`config.mk`:
```
export PLATFORM = sky130hd
export DESIGN_NAME = adcc_ctrl
export DESIGN_NICKNAME = d
export VERILOG_FILES = /design/src/verilog/adcc_pkg.sv /design/src/verilog/adcc_ctrl.sv
export VERILOG_INCLUDE_DIRS = /design/src /design/src/verilog
export SDC_FILE = /design/constraint.sdc
export NUM_CORES = 1
export LEC_CHECK = 0
export CORE_MARGIN = 3
export CORE_UTILIZATION = 59
export CTS_BUF_LIST = sky130_fd_sc_hd__clkbuf_4 sky130_fd_sc_hd__clkbuf_8
export CTS_CLUSTER_SIZE = 12
export DETAILED_ROUTE_END_ITERATION = 16
export DONT_BUFFER_PORTS = 1
export PLACE_DENSITY = 0.82
export SLEW_MARGIN = 15
export SYNTH_ARGS = -nofsm -noshare
export SYNTH_HDL_FRONTEND = slang
export SYNTH_SLANG_ARGS = --single-unit
```
`constraint.sdc`:
```
create_clock -name aclk -period 1.93 [get_ports aclk]
set_input_delay 0.0965 -clock aclk [delete_from_list [all_inputs] [get_ports aclk]]
set_output_delay 0.0965 -clock aclk [all_outputs]
set_load 0.03 [all_outputs]
```
`src/verilog/adcc_defines.svh`:
```
// Offsets, field positions, reset values and timing counts of the converter control.
// Assumes inclusion by bare name from the package and the design module.
`ifndef ADCC_DEFINES_SVH
`define ADCC_DEFINES_SVH

// Register byte offsets
`define ADCC_OFF_CTRL0     8'h00
`define ADCC_OFF_CTRL1     8'h04
`define ADCC_OFF_PINSEL    8'h08
`define ADCC_OFF_PULLUP    8'h0c
`define ADCC_OFF_DIR       8'h10
`define ADCC_OFF_IRQ_STAT  8'h14
`define ADCC_OFF_IRQ_MASK  8'h18

// Control zero field positions
`define ADCC_C0_START      7
`define ADCC_C0_BUSY       6
`define ADCC_C0_PWR        5

// Control one field positions
`define ADCC_C1_REF_LSB    3
`define ADCC_C1_CKS_LSB    0

// Reset values
`define ADCC_RST_CTRL      8'h00
`define ADCC_RST_PINSEL    8'h00

// Reference code that picks the supply rail
`define ADCC_REF_SUPPLY    2'h1

// Conversion phases in conversion clock cycles
`define ADCC_SAMPLE_CYC    5'h04
`define ADCC_CONV_CYC      5'h0c
`define ADCC_TOTAL_CYC     5'h10

// Number of analog-capable pins
`define ADCC_NPINS         8

`endif

```
`src/verilog/adcc_pkg.sv`:
```
// Types shared by the converter control design.
// Assumes adcc_defines.svh on the include path.
`include "adcc_defines.svh"
package adcc_pkg;

  // Conversion sequencer states
  typedef enum logic [1:0] {
    ADCC_IDLE   = 2'b00,
    ADCC_SAMPLE = 2'b01,
    ADCC_CONV   = 2'b10
  } adcc_state_t;

  // Control to the analog core
  typedef struct packed {
    logic       power_on;
    logic       ref_is_supply;
    logic       sample;
    logic       convert;
    logic       ck_en;
  } adcc_core_t;

  // Per-pin override to the port logic
  typedef struct packed {
    logic [`ADCC_NPINS-1:0] analog;
    logic [`ADCC_NPINS-1:0] pullup_en;
    logic [`ADCC_NPINS-1:0] out_en;
  } adcc_pins_t;

endpackage

```
`src/verilog/adcc_ctrl.sv`:
```
// Successive-approximation converter control with AXI4-Lite register access.
// Assumes one 250 MHz clock, synchronous active-low reset, a same-clock analog core.
//
// Summary of operation
// Reference code 01 picks supply rail; 00, 10, 11 pick external reference pin.
// Conversion clock is system clock divided by two to the select value.
// Start bit written low, high, then low triggers one conversion.
// Start bit left high never starts a conversion.
// Busy flag sets once a conversion is started and stays set throughout.
// Busy flag clears when the conversion ends.
// Conversion end sets the converter interrupt request flag.
// Enabled interrupt request drives the interrupt output to the core.
// Software may poll busy flag instead of using the interrupt.
// Software keeps conversion clock period between 0.5us and 10us.
// Converter works only while its power enable bit is high.
// Software waits a settling delay after power enable before starting.
// Software should clear power enable when conversions are not needed.
// Analog pin selection disables all other functions of that pin.
// Analog pin selection disconnects that pin's pull-high resistor.
// Analog pin selection overrides port direction control.
// Software frees the reference pin's other functions when it is used.
// Conversion lasts 16 conversion clocks: 4 sampling then 12 converting.
// Start falling edge found in system clock; busy within one conversion clock.
`include "adcc_defines.svh"
module adcc_ctrl (
  // Clock and reset
  input  wire logic                    aclk,
  input  wire logic                    aresetn,
  // AXI4-Lite write address and data
  input  wire logic [7:0]              s_axi_awaddr,
  input  wire logic                    s_axi_awvalid,
  output logic                         s_axi_awready,
  input  wire logic [31:0]             s_axi_wdata,
  input  wire logic [3:0]              s_axi_wstrb,
  input  wire logic                    s_axi_wvalid,
  output logic                         s_axi_wready,
  // AXI4-Lite write response
  output logic [1:0]                   s_axi_bresp,
  output logic                         s_axi_bvalid,
  input  wire logic                    s_axi_bready,
  // AXI4-Lite read
  input  wire logic [7:0]              s_axi_araddr,
  input  wire logic                    s_axi_arvalid,
  output logic                         s_axi_arready,
  output logic [31:0]                  s_axi_rdata,
  output logic [1:0]                   s_axi_rresp,
  output logic                         s_axi_rvalid,
  input  wire logic                    s_axi_rready,
  // Analog core and pin control
  output adcc_pkg::adcc_core_t         core_o,
  output adcc_pkg::adcc_pins_t         pins_o,
  // Interrupt to the core
  output logic                         irq_o
);

  logic [7:0]             ctrl0_q, ctrl1_q;
  logic [`ADCC_NPINS-1:0] pinsel_q, pullup_q, dir_q;
  logic                   irq_stat_q, irq_mask_q;
  logic                   busy_q, start_prev_q, trig_q;
  logic [6:0]             div_q;
  logic                   ck_en_q;
  logic [4:0]             cyc_q;
  adcc_pkg::adcc_state_t  state_q;
  logic                   aw_held_q, w_held_q;
  logic [7:0]             awaddr_q;
  logic [31:0]            wdata_q;
  logic                   wr_fire, done;
  logic                   pwr;

  // Mask of the low select bits for the divider
  function automatic logic [6:0] adcc_div_mask(input logic [2:0] sel);
    adcc_div_mask = 7'(({7'h00, 1'b1} << sel) - 8'h01);
  endfunction

  // Write-one-to-clear test on the interrupt status
  function automatic logic adcc_w1c(input logic [7:0] a, input logic [31:0] d);
    adcc_w1c = (a == `ADCC_OFF_IRQ_STAT) && d[0];
  endfunction

  assign pwr     = ctrl0_q[`ADCC_C0_PWR];
  assign wr_fire = aw_held_q && w_held_q && !s_axi_bvalid;

  // Write address and data taken in either order
  always_ff @(posedge aclk) begin
    if (!aresetn) begin
      aw_held_q     <= 1'b0;
      w_held_q      <= 1'b0;
      s_axi_awready <= 1'b0;
      s_axi_wready  <= 1'b0;
      awaddr_q      <= 8'h00;
      wdata_q       <= 32'h0000_0000;
    end else begin
      s_axi_awready <= !aw_held_q && !s_axi_awready && s_axi_awvalid;
      s_axi_wready  <= !w_held_q && !s_axi_wready && s_axi_wvalid;
      if (s_axi_awvalid && s_axi_awready) begin
        aw_held_q <= 1'b1;
        awaddr_q  <= s_axi_awaddr;
      end
      if (s_axi_wvalid && s_axi_wready) begin
        w_held_q <= 1'b1;
        wdata_q  <= s_axi_wdata & {{8{s_axi_wstrb[3]}}, {8{s_axi_wstrb[2]}},
                                   {8{s_axi_wstrb[1]}}, {8{s_axi_wstrb[0]}}};
      end
      if (wr_fire) begin
        aw_held_q <= 1'b0;
        w_held_q  <= 1'b0;
      end
    end
  end

  // Write response, unmapped addresses answer SLVERR
  always_ff @(posedge aclk) begin
    if (!aresetn) begin
      s_axi_bvalid <= 1'b0;
      s_axi_bresp  <= 2'h0;
    end else if (wr_fire) begin
      s_axi_bvalid <= 1'b1;
      s_axi_bresp  <= (awaddr_q > `ADCC_OFF_IRQ_MASK || awaddr_q[1:0] != 2'h0) ? 2'h2 : 2'h0;
    end else if (s_axi_bready) begin
      s_axi_bvalid <= 1'b0;
    end
  end

  // Register stores on a completed write
  always_ff @(posedge aclk) begin
    if (!aresetn) begin
      ctrl0_q    <= `ADCC_RST_CTRL;
      ctrl1_q    <= `ADCC_RST_CTRL;
      pinsel_q   <= `ADCC_RST_PINSEL;
      pullup_q   <= `ADCC_RST_PINSEL;
      dir_q      <= `ADCC_RST_PINSEL;
      irq_mask_q <= 1'b0;
    end else if (wr_fire) begin
      unique case (awaddr_q)
        `ADCC_OFF_CTRL0:    ctrl0_q    <= wdata_q[7:0];
        `ADCC_OFF_CTRL1:    ctrl1_q    <= wdata_q[7:0];
        `ADCC_OFF_PINSEL:   pinsel_q   <= wdata_q[7:0];
        `ADCC_OFF_PULLUP:   pullup_q   <= wdata_q[7:0];
        `ADCC_OFF_DIR:      dir_q      <= wdata_q[7:0];
        `ADCC_OFF_IRQ_MASK: irq_mask_q <= wdata_q[0];
        default: ;
      endcase
    end
  end

  // Start bit falling edge after a high, in the system clock
  always_ff @(posedge aclk) begin
    if (!aresetn) begin
      start_prev_q <= 1'b0;
      trig_q       <= 1'b0;
    end else begin
      start_prev_q <= ctrl0_q[`ADCC_C0_START];
      // Only high-to-low completes the pulse; a held high never fires
      if (start_prev_q && !ctrl0_q[`ADCC_C0_START] && pwr && !busy_q)
        trig_q <= 1'b1;
      else if (busy_q || !pwr)
        trig_q <= 1'b0;
    end
  end

  // Power-of-two divider giving a conversion clock enable
  always_ff @(posedge aclk) begin
    if (!aresetn || !pwr) begin
      div_q   <= 7'h00;
      ck_en_q <= 1'b0;
    end else begin
      div_q   <= ((div_q & adcc_div_mask(ctrl1_q[2:0])) ==
                  adcc_div_mask(ctrl1_q[2:0])) ? 7'h00 : 7'(div_q + 7'h01);
      ck_en_q <= (div_q & adcc_div_mask(ctrl1_q[2:0])) == adcc_div_mask(ctrl1_q[2:0]);
    end
  end

  // Conversion sequencer, 4 sampling then 12 converting cycles
  assign done = (state_q == adcc_pkg::ADCC_CONV) && ck_en_q &&
                (cyc_q == `ADCC_TOTAL_CYC - 5'h01);
  always_ff @(posedge aclk) begin
    if (!aresetn || !pwr) begin
      state_q <= adcc_pkg::ADCC_IDLE;
      cyc_q   <= 5'h00;
      busy_q  <= 1'b0;
    end else if (ck_en_q) begin
      unique case (state_q)
        adcc_pkg::ADCC_IDLE: if (trig_q) begin
          state_q <= adcc_pkg::ADCC_SAMPLE;
          cyc_q   <= 5'h00;
          busy_q  <= 1'b1;
        end
        adcc_pkg::ADCC_SAMPLE: begin
          cyc_q <= cyc_q + 5'h01;
          if (cyc_q == `ADCC_SAMPLE_CYC - 5'h01)
            state_q <= adcc_pkg::ADCC_CONV;
        end
        adcc_pkg::ADCC_CONV: begin
          cyc_q <= cyc_q + 5'h01;
          if (done) begin
            state_q <= adcc_pkg::ADCC_IDLE;
            busy_q  <= 1'b0;
          end
        end
        default: state_q <= adcc_pkg::ADCC_IDLE;
      endcase
    end
  end

  // Sticky completion flag, set beats a clear in the same cycle
  always_ff @(posedge aclk) begin
    if (!aresetn)
      irq_stat_q <= 1'b0;
    else if (done)
      irq_stat_q <= 1'b1;
    else if (wr_fire && adcc_w1c(awaddr_q, wdata_q))
      irq_stat_q <= 1'b0;
  end

  // Interrupt output and core controls from flops
  always_ff @(posedge aclk) begin
    if (!aresetn) begin
      irq_o  <= 1'b0;
      core_o <= '0;
    end else begin
      irq_o                <= (irq_stat_q || done) && irq_mask_q;
      core_o.power_on      <= pwr;
      core_o.ref_is_supply <= ctrl1_q[4:3] == `ADCC_REF_SUPPLY;
      core_o.sample        <= state_q == adcc_pkg::ADCC_SAMPLE;
      core_o.convert       <= state_q == adcc_pkg::ADCC_CONV;
      core_o.ck_en         <= ck_en_q && pwr;
    end
  end

  // Pin overrides: analog wins over pull-high and direction
  always_ff @(posedge aclk) begin
    if (!aresetn)
      pins_o <= '0;
    else begin
      pins_o.analog    <= pinsel_q;
      pins_o.pullup_en <= pullup_q & ~pinsel_q;
      pins_o.out_en    <= dir_q & ~pinsel_q;
    end
  end

  // Read channel, one cycle answer
  always_ff @(posedge aclk) begin
    if (!aresetn) begin
      s_axi_arready <= 1'b0;
      s_axi_rvalid  <= 1'b0;
      s_axi_rdata   <= 32'h0000_0000;
      s_axi_rresp   <= 2'h0;
    end else begin
      s_axi_arready <= !s_axi_arready && !s_axi_rvalid && s_axi_arvalid;
      if (s_axi_arvalid && s_axi_arready) begin
        s_axi_rvalid <= 1'b1;
        s_axi_rresp  <= 2'h0;
        unique case (s_axi_araddr)
          `ADCC_OFF_CTRL0:    s_axi_rdata <= {24'h0, ctrl0_q[7], busy_q, ctrl0_q[5:0]};
          `ADCC_OFF_CTRL1:    s_axi_rdata <= {24'h0, ctrl1_q};
          `ADCC_OFF_PINSEL:   s_axi_rdata <= {24'h0, pinsel_q};
          `ADCC_OFF_PULLUP:   s_axi_rdata <= {24'h0, pullup_q};
          `ADCC_OFF_DIR:      s_axi_rdata <= {24'h0, dir_q};
          `ADCC_OFF_IRQ_STAT: s_axi_rdata <= {31'h0, irq_stat_q};
          `ADCC_OFF_IRQ_MASK: s_axi_rdata <= {31'h0, irq_mask_q};
          default: begin
            s_axi_rdata <= 32'h0000_0000;
            s_axi_rresp <= 2'h2;
          end
        endcase
      end else if (s_axi_rready) begin
        s_axi_rvalid <= 1'b0;
      end
    end
  end

  // Checks
  property p_ref;
    @(posedge aclk) disable iff (!aresetn)
      core_o.ref_is_supply == ($past(ctrl1_q[4:3]) == 2'h1);
  endproperty
  a_ref: assert property (p_ref) else $error("reference select wrong");

  property p_held_high;
    @(posedge aclk) disable iff (!aresetn)
      (ctrl0_q[7] && start_prev_q && !busy_q && !trig_q) |=> !trig_q;
  endproperty
  a_held_high: assert property (p_held_high) else $error("start while bit high");

  property p_trigger;
    @(posedge aclk) disable iff (!aresetn)
      (start_prev_q && !ctrl0_q[7] && pwr && !busy_q) |=> trig_q;
  endproperty
  a_trigger: assert property (p_trigger) else $error("falling start missed");

  property p_busy_set;
    @(posedge aclk) disable iff (!aresetn)
      (trig_q && ck_en_q && pwr && state_q == adcc_pkg::ADCC_IDLE) |=> busy_q;
  endproperty
  a_busy_set: assert property (p_busy_set) else $error("busy not set");

  property p_busy_clr;
    @(posedge aclk) disable iff (!aresetn)
      (done && pwr) |=> !busy_q && irq_stat_q;
  endproperty
  a_busy_clr: assert property (p_busy_clr) else $error("end not flagged");

  property p_len;
    @(posedge aclk) disable iff (!aresetn)
      $rose(state_q == adcc_pkg::ADCC_CONV) |-> $past(cyc_q) == 5'h03;
  endproperty
  a_len: assert property (p_len) else $error("sampling phase length wrong");

  property p_irq;
    @(posedge aclk) disable iff (!aresetn)
      (irq_stat_q && irq_mask_q) |=> irq_o;
  endproperty
  a_irq: assert property (p_irq) else $error("interrupt not raised");

  property p_power;
    @(posedge aclk) disable iff (!aresetn)
      !pwr |=> !busy_q && state_q == adcc_pkg::ADCC_IDLE;
  endproperty
  a_power: assert property (p_power) else $error("active while off");

  property p_pins;
    @(posedge aclk) disable iff (!aresetn)
      $past(pinsel_q[0]) |-> !pins_o.pullup_en[0] && !pins_o.out_en[0];
  endproperty
  a_pins: assert property (p_pins) else $error("analog pin not isolated");

  property p_busy_hold;
    @(posedge aclk) disable iff (!aresetn)
      (state_q != adcc_pkg::ADCC_IDLE) |-> busy_q;
  endproperty
  a_busy_hold: assert property (p_busy_hold) else $error("busy dropped early");

  property p_div_full;
    @(posedge aclk) disable iff (!aresetn)
      ($past(aresetn) && $past(pwr) && $past(ctrl1_q[2:0]) == 3'h0) |-> ck_en_q;
  endproperty
  a_div_full: assert property (p_div_full) else $error("no enable at full rate");

  property p_pins_all;
    @(posedge aclk) disable iff (!aresetn)
      ((pins_o.pullup_en | pins_o.out_en) & pins_o.analog) == 8'h00;
  endproperty
  a_pins_all: assert property (p_pins_all) else $error("analog pin still driven");

  c_conv: cover property (@(posedge aclk) disable iff (!aresetn) done);
  c_irq: cover property (@(posedge aclk) disable iff (!aresetn) $rose(irq_o));
  c_slow: cover property (@(posedge aclk) disable iff (!aresetn) busy_q && ctrl1_q[2:0] == 3'h7);

endmodule // adcc_ctrl

```
==> flow_metrics.tcl <==
set metrics [dict create \
    cp_slowest_stage_delay_ns 0.38 \
    fin_crit_ns 1.84 \
    worstHoldStart "aresetn" \
    cts_root_buf "clkbuf_8" \
    relSlewSlack_pct 53.0 \
    status "complete, no violations" \
    htree_levels 4 \
    path_delay_family "compound AO/OA/AOI/OAI gates" \
    critPathLaunchType "register" \
    num_vias 4402 \
    hold_class "in -> reg" \
    syn_to_final_growth_pct 14.5 \
    r2r_slack_ns 0.09 \
    ys_seq_elements 122 \
    hold_violations 0 \
    drive_above_1_share_pct 11.5 \
    mostFrequentLayoutCells "dfxtp_1, a21oi_1, nand3_1, nand2_1, dlygate4sd3_1" \
    clk_path_buf_depth 2 \
    required_ns 2.26 \
    min_period_over_period_pct 95.5 \
    finClkSkew_ns 0.0113 \
    layout_commonest_cell "dfxtp_1" \
    cp.arrival_ns 2.18 \
    yosysWarnings 0 \
    cap_viol_max_count 0 \
    fill_cells 612 \
    final.setup.tns_ns 0 \
    die_x_um 99.5 \
    worstPathMaxFanout 8 \
    cts_buffers 17 \
    gp_congestion 0.832 \
    post_cts_buffers 0 \
    synth_seq_area_share_pct 47.3 \
    die-area_sq_mm 0.00991 \
    clk_latency_ns 0.43 \
    synth.distinct_cells 54 \
    worst_r2r_startpoint "ctrl1_q[1]" \
    drc 0 \
    setup_violations 0 \
    pin_count 130 \
    irDropWorstVdd_v 0.000542 \
    endpoint_kind "register" \
    routed_via_density 6.08 \
    port_buffers 0 \
    crit_chain "or3_4, ha_4, nor2b_1, o21ai_1, o211ai_1, a211oi_1" \
    grt_usage_pct 26.2 \
    ys.flop_type "dfxtp_1" \
    first_pass_iters 8 \
    syn_area_per_cell_sq_um 8.95 \
    pwr_density_cell_mw_per_mm2 866 \
    drt-initial-drc-count 437 \
    cts_sinks 122 \
    fp.coreArea_sq_mm 0.00834 \
    antenna_found_initial 0 \
    syn-cell-area_sq_mm 0.00516 \
    finalPower_uw 5120 \
    grt_pass1_vias 4160 \
    antenna_cells 0 \
    die_y_um 99.5 \
    synth-edff-count 0 \
    num_rows 33 \
    path_clk_slew_ns 0.07 \
    tritoncts "yes" \
    synthTopCellsByArea "dfxtp_1, a21oi_1, nand3_1" \
    synth.top_cell.area_share_pct 47.3 \
    timing.critical_path.from "ctrl1_q[1]" \
    grt_max_degree 81 \
    drv_slew 0 \
    wl_per_cell_um 17.7 \
    start_util_pct 61.9 \
    grt_first_pass_wirelength_um 20600 \
    overflow 0 \
    hpwl_um 8160 \
    cp_slowest_cell "or3_4" \
    p_leak_uw 0.00210 \
    tightest_slew_ns 0.702 \
    ant_nets 0 \
    wirelength_um 12800 \
    synth_top_area_cell "dfxtp_1" \
    synth-async-reset-ratio_pct 0 \
    worst-path-buf-inv 0 \
    nNetsFinal 672 \
    critPathKind "reg -> reg" \
    fmax_mhz 543 \
    synth_cells 577 \
]
-- stage by stage --
step / cells / setup slack (ns) / hold slack, ns / util (%) / area [sq um]
2_1_floorplan: 602 / 0.0126 / 0.215 / - / 5260
3_3_place_gp: 661 / 0.00502 / 0.218 / 61.8 / 5150
3_5_place_dp: 661 / -0.0529 / 0.223 / 61.8 / 5150
4_1_cts: 724 / 0.0133 / 0.0109 / 70.5 / 5880
5_1_grt: 724 / -0.0306 / 0.0424 / 70.9 / 5910
6_report: 724 / 0.0867 / 0.0260 / 70.9 / 5910
-- registers in the layout, summed over array words and instances, names as in the netlist, 7 cells and up --
| name | count |
|---|---|
| div_q | 7 |
| ctrl1_q | 8 |
| s_axi_rdata | 8 |
| pins_o | 24 |
| wdata_q | 8 |
| pinsel_q | 8 |
| pullup_q | 8 |
| dir_q | 8 |
| ctrl0_q | 7 |
| awaddr_q | 8 |
-- worst register-to-register path: cells and delay by family (launching register included) --
family                     cells  cell delay (ns)
AOI/OAI and AO/OA              3             0.69
and+or+nand+nor                2             0.52
DFF                            1             0.34
adders and majority gates      1             0.19
-- cell usage after synthesis, types with 2 or more instances --
| master | count |
|---|---|
| nor3_2 | 2 |
| nand2_1 | 41 |
| ha_1 | 7 |
| clkbuf_1 | 24 |
| nand4b_1 | 2 |
| mux4_2 | 4 |
| dfxtp_1 | 122 |
| mux2_2 | 4 |
| a211oi_1 | 10 |
| nor3b_1 | 17 |
| or3_4 | 3 |
| o221ai_1 | 4 |
| xnor2_1 | 3 |
| a21oi_1 | 70 |
| mux2i_1 | 4 |
| nand3_1 | 66 |
| o21a_1 | 2 |
| a22oi_1 | 8 |
| and2_1 | 11 |
| nor3_4 | 2 |
| and3_1 | 14 |
| nor3_1 | 5 |
| nor2b_1 | 5 |
| nor2_1 | 14 |
| nand2b_1 | 5 |
| nor4b_1 | 2 |
| o21ai_0 | 25 |
| o21ai_1 | 26 |
| xor2_1 | 4 |
| inv_1 | 14 |
| buf_4 | 28 |
| buf_2 | 6 |
| buf_6 | 2 |
-- cells by family (layout without fill, tap and decap cells) --
group / count (synthesis) / in the layout / share of synthesized area (%)
flops: 122 / 122 / 47.3
mux: 12 / 12 / 3.39
xor+xnor: 7 / 7 / 1.19
other cells: 1 / 26 / 0.0726
simple gates: 198 / 198 / 21.5
compound gates: 154 / 154 / 16.8
fa+ha+maj: 7 / 7 / 1.70
buf+inv: 76 / 93 / 8.02
-- area by class of cell --
class	count	area, sq um	share of cell area [%]
flip-flops and latches	122	2440	41.3
multi-input cells	404	2440	41.2
repair buffers	46	435	7.37
clock buffers	21	289	4.89
well taps	105	131	2.22
clock inverters	11	119	2.01
inverters	15	56.3	0.953
-- metal layers --
layer	share of wire (%)	global-route usage, %	up-vias	routed length, um
met5	0	0	-	0
met4	1.4	9.03	0	175
met3	10	7.85	20	1320
met2	49	42.4	273	6280
met1	39	33.5	2046	5050
li1	-	-	2063	-
-- worst paths after layout --
check,end,cells past startpoint
max,div_q[5],6
min,s_axi_rdata[6],2
max reg2reg,div_q[5],6
min reg2reg,core_o[3],1
-- power breakdown --
group | switching [uW] | total [uW] | internal, uW
combinational | 199 | 289 | 89.3
clock | 995 | 2270 | 1280
sequential | 25.0 | 2560 | 2530
total | 1220 | 5120 | 3900
-- what timing repair did --
item / CTS / global route
pin swaps: 1 / 1
setup endpoints to repair: 8 / 9
hold buffers: 31 / 0
endpoints found under the hold margin: 41 / 0
resized for setup: 1 / 7
(Power assumes the default switching activity.)
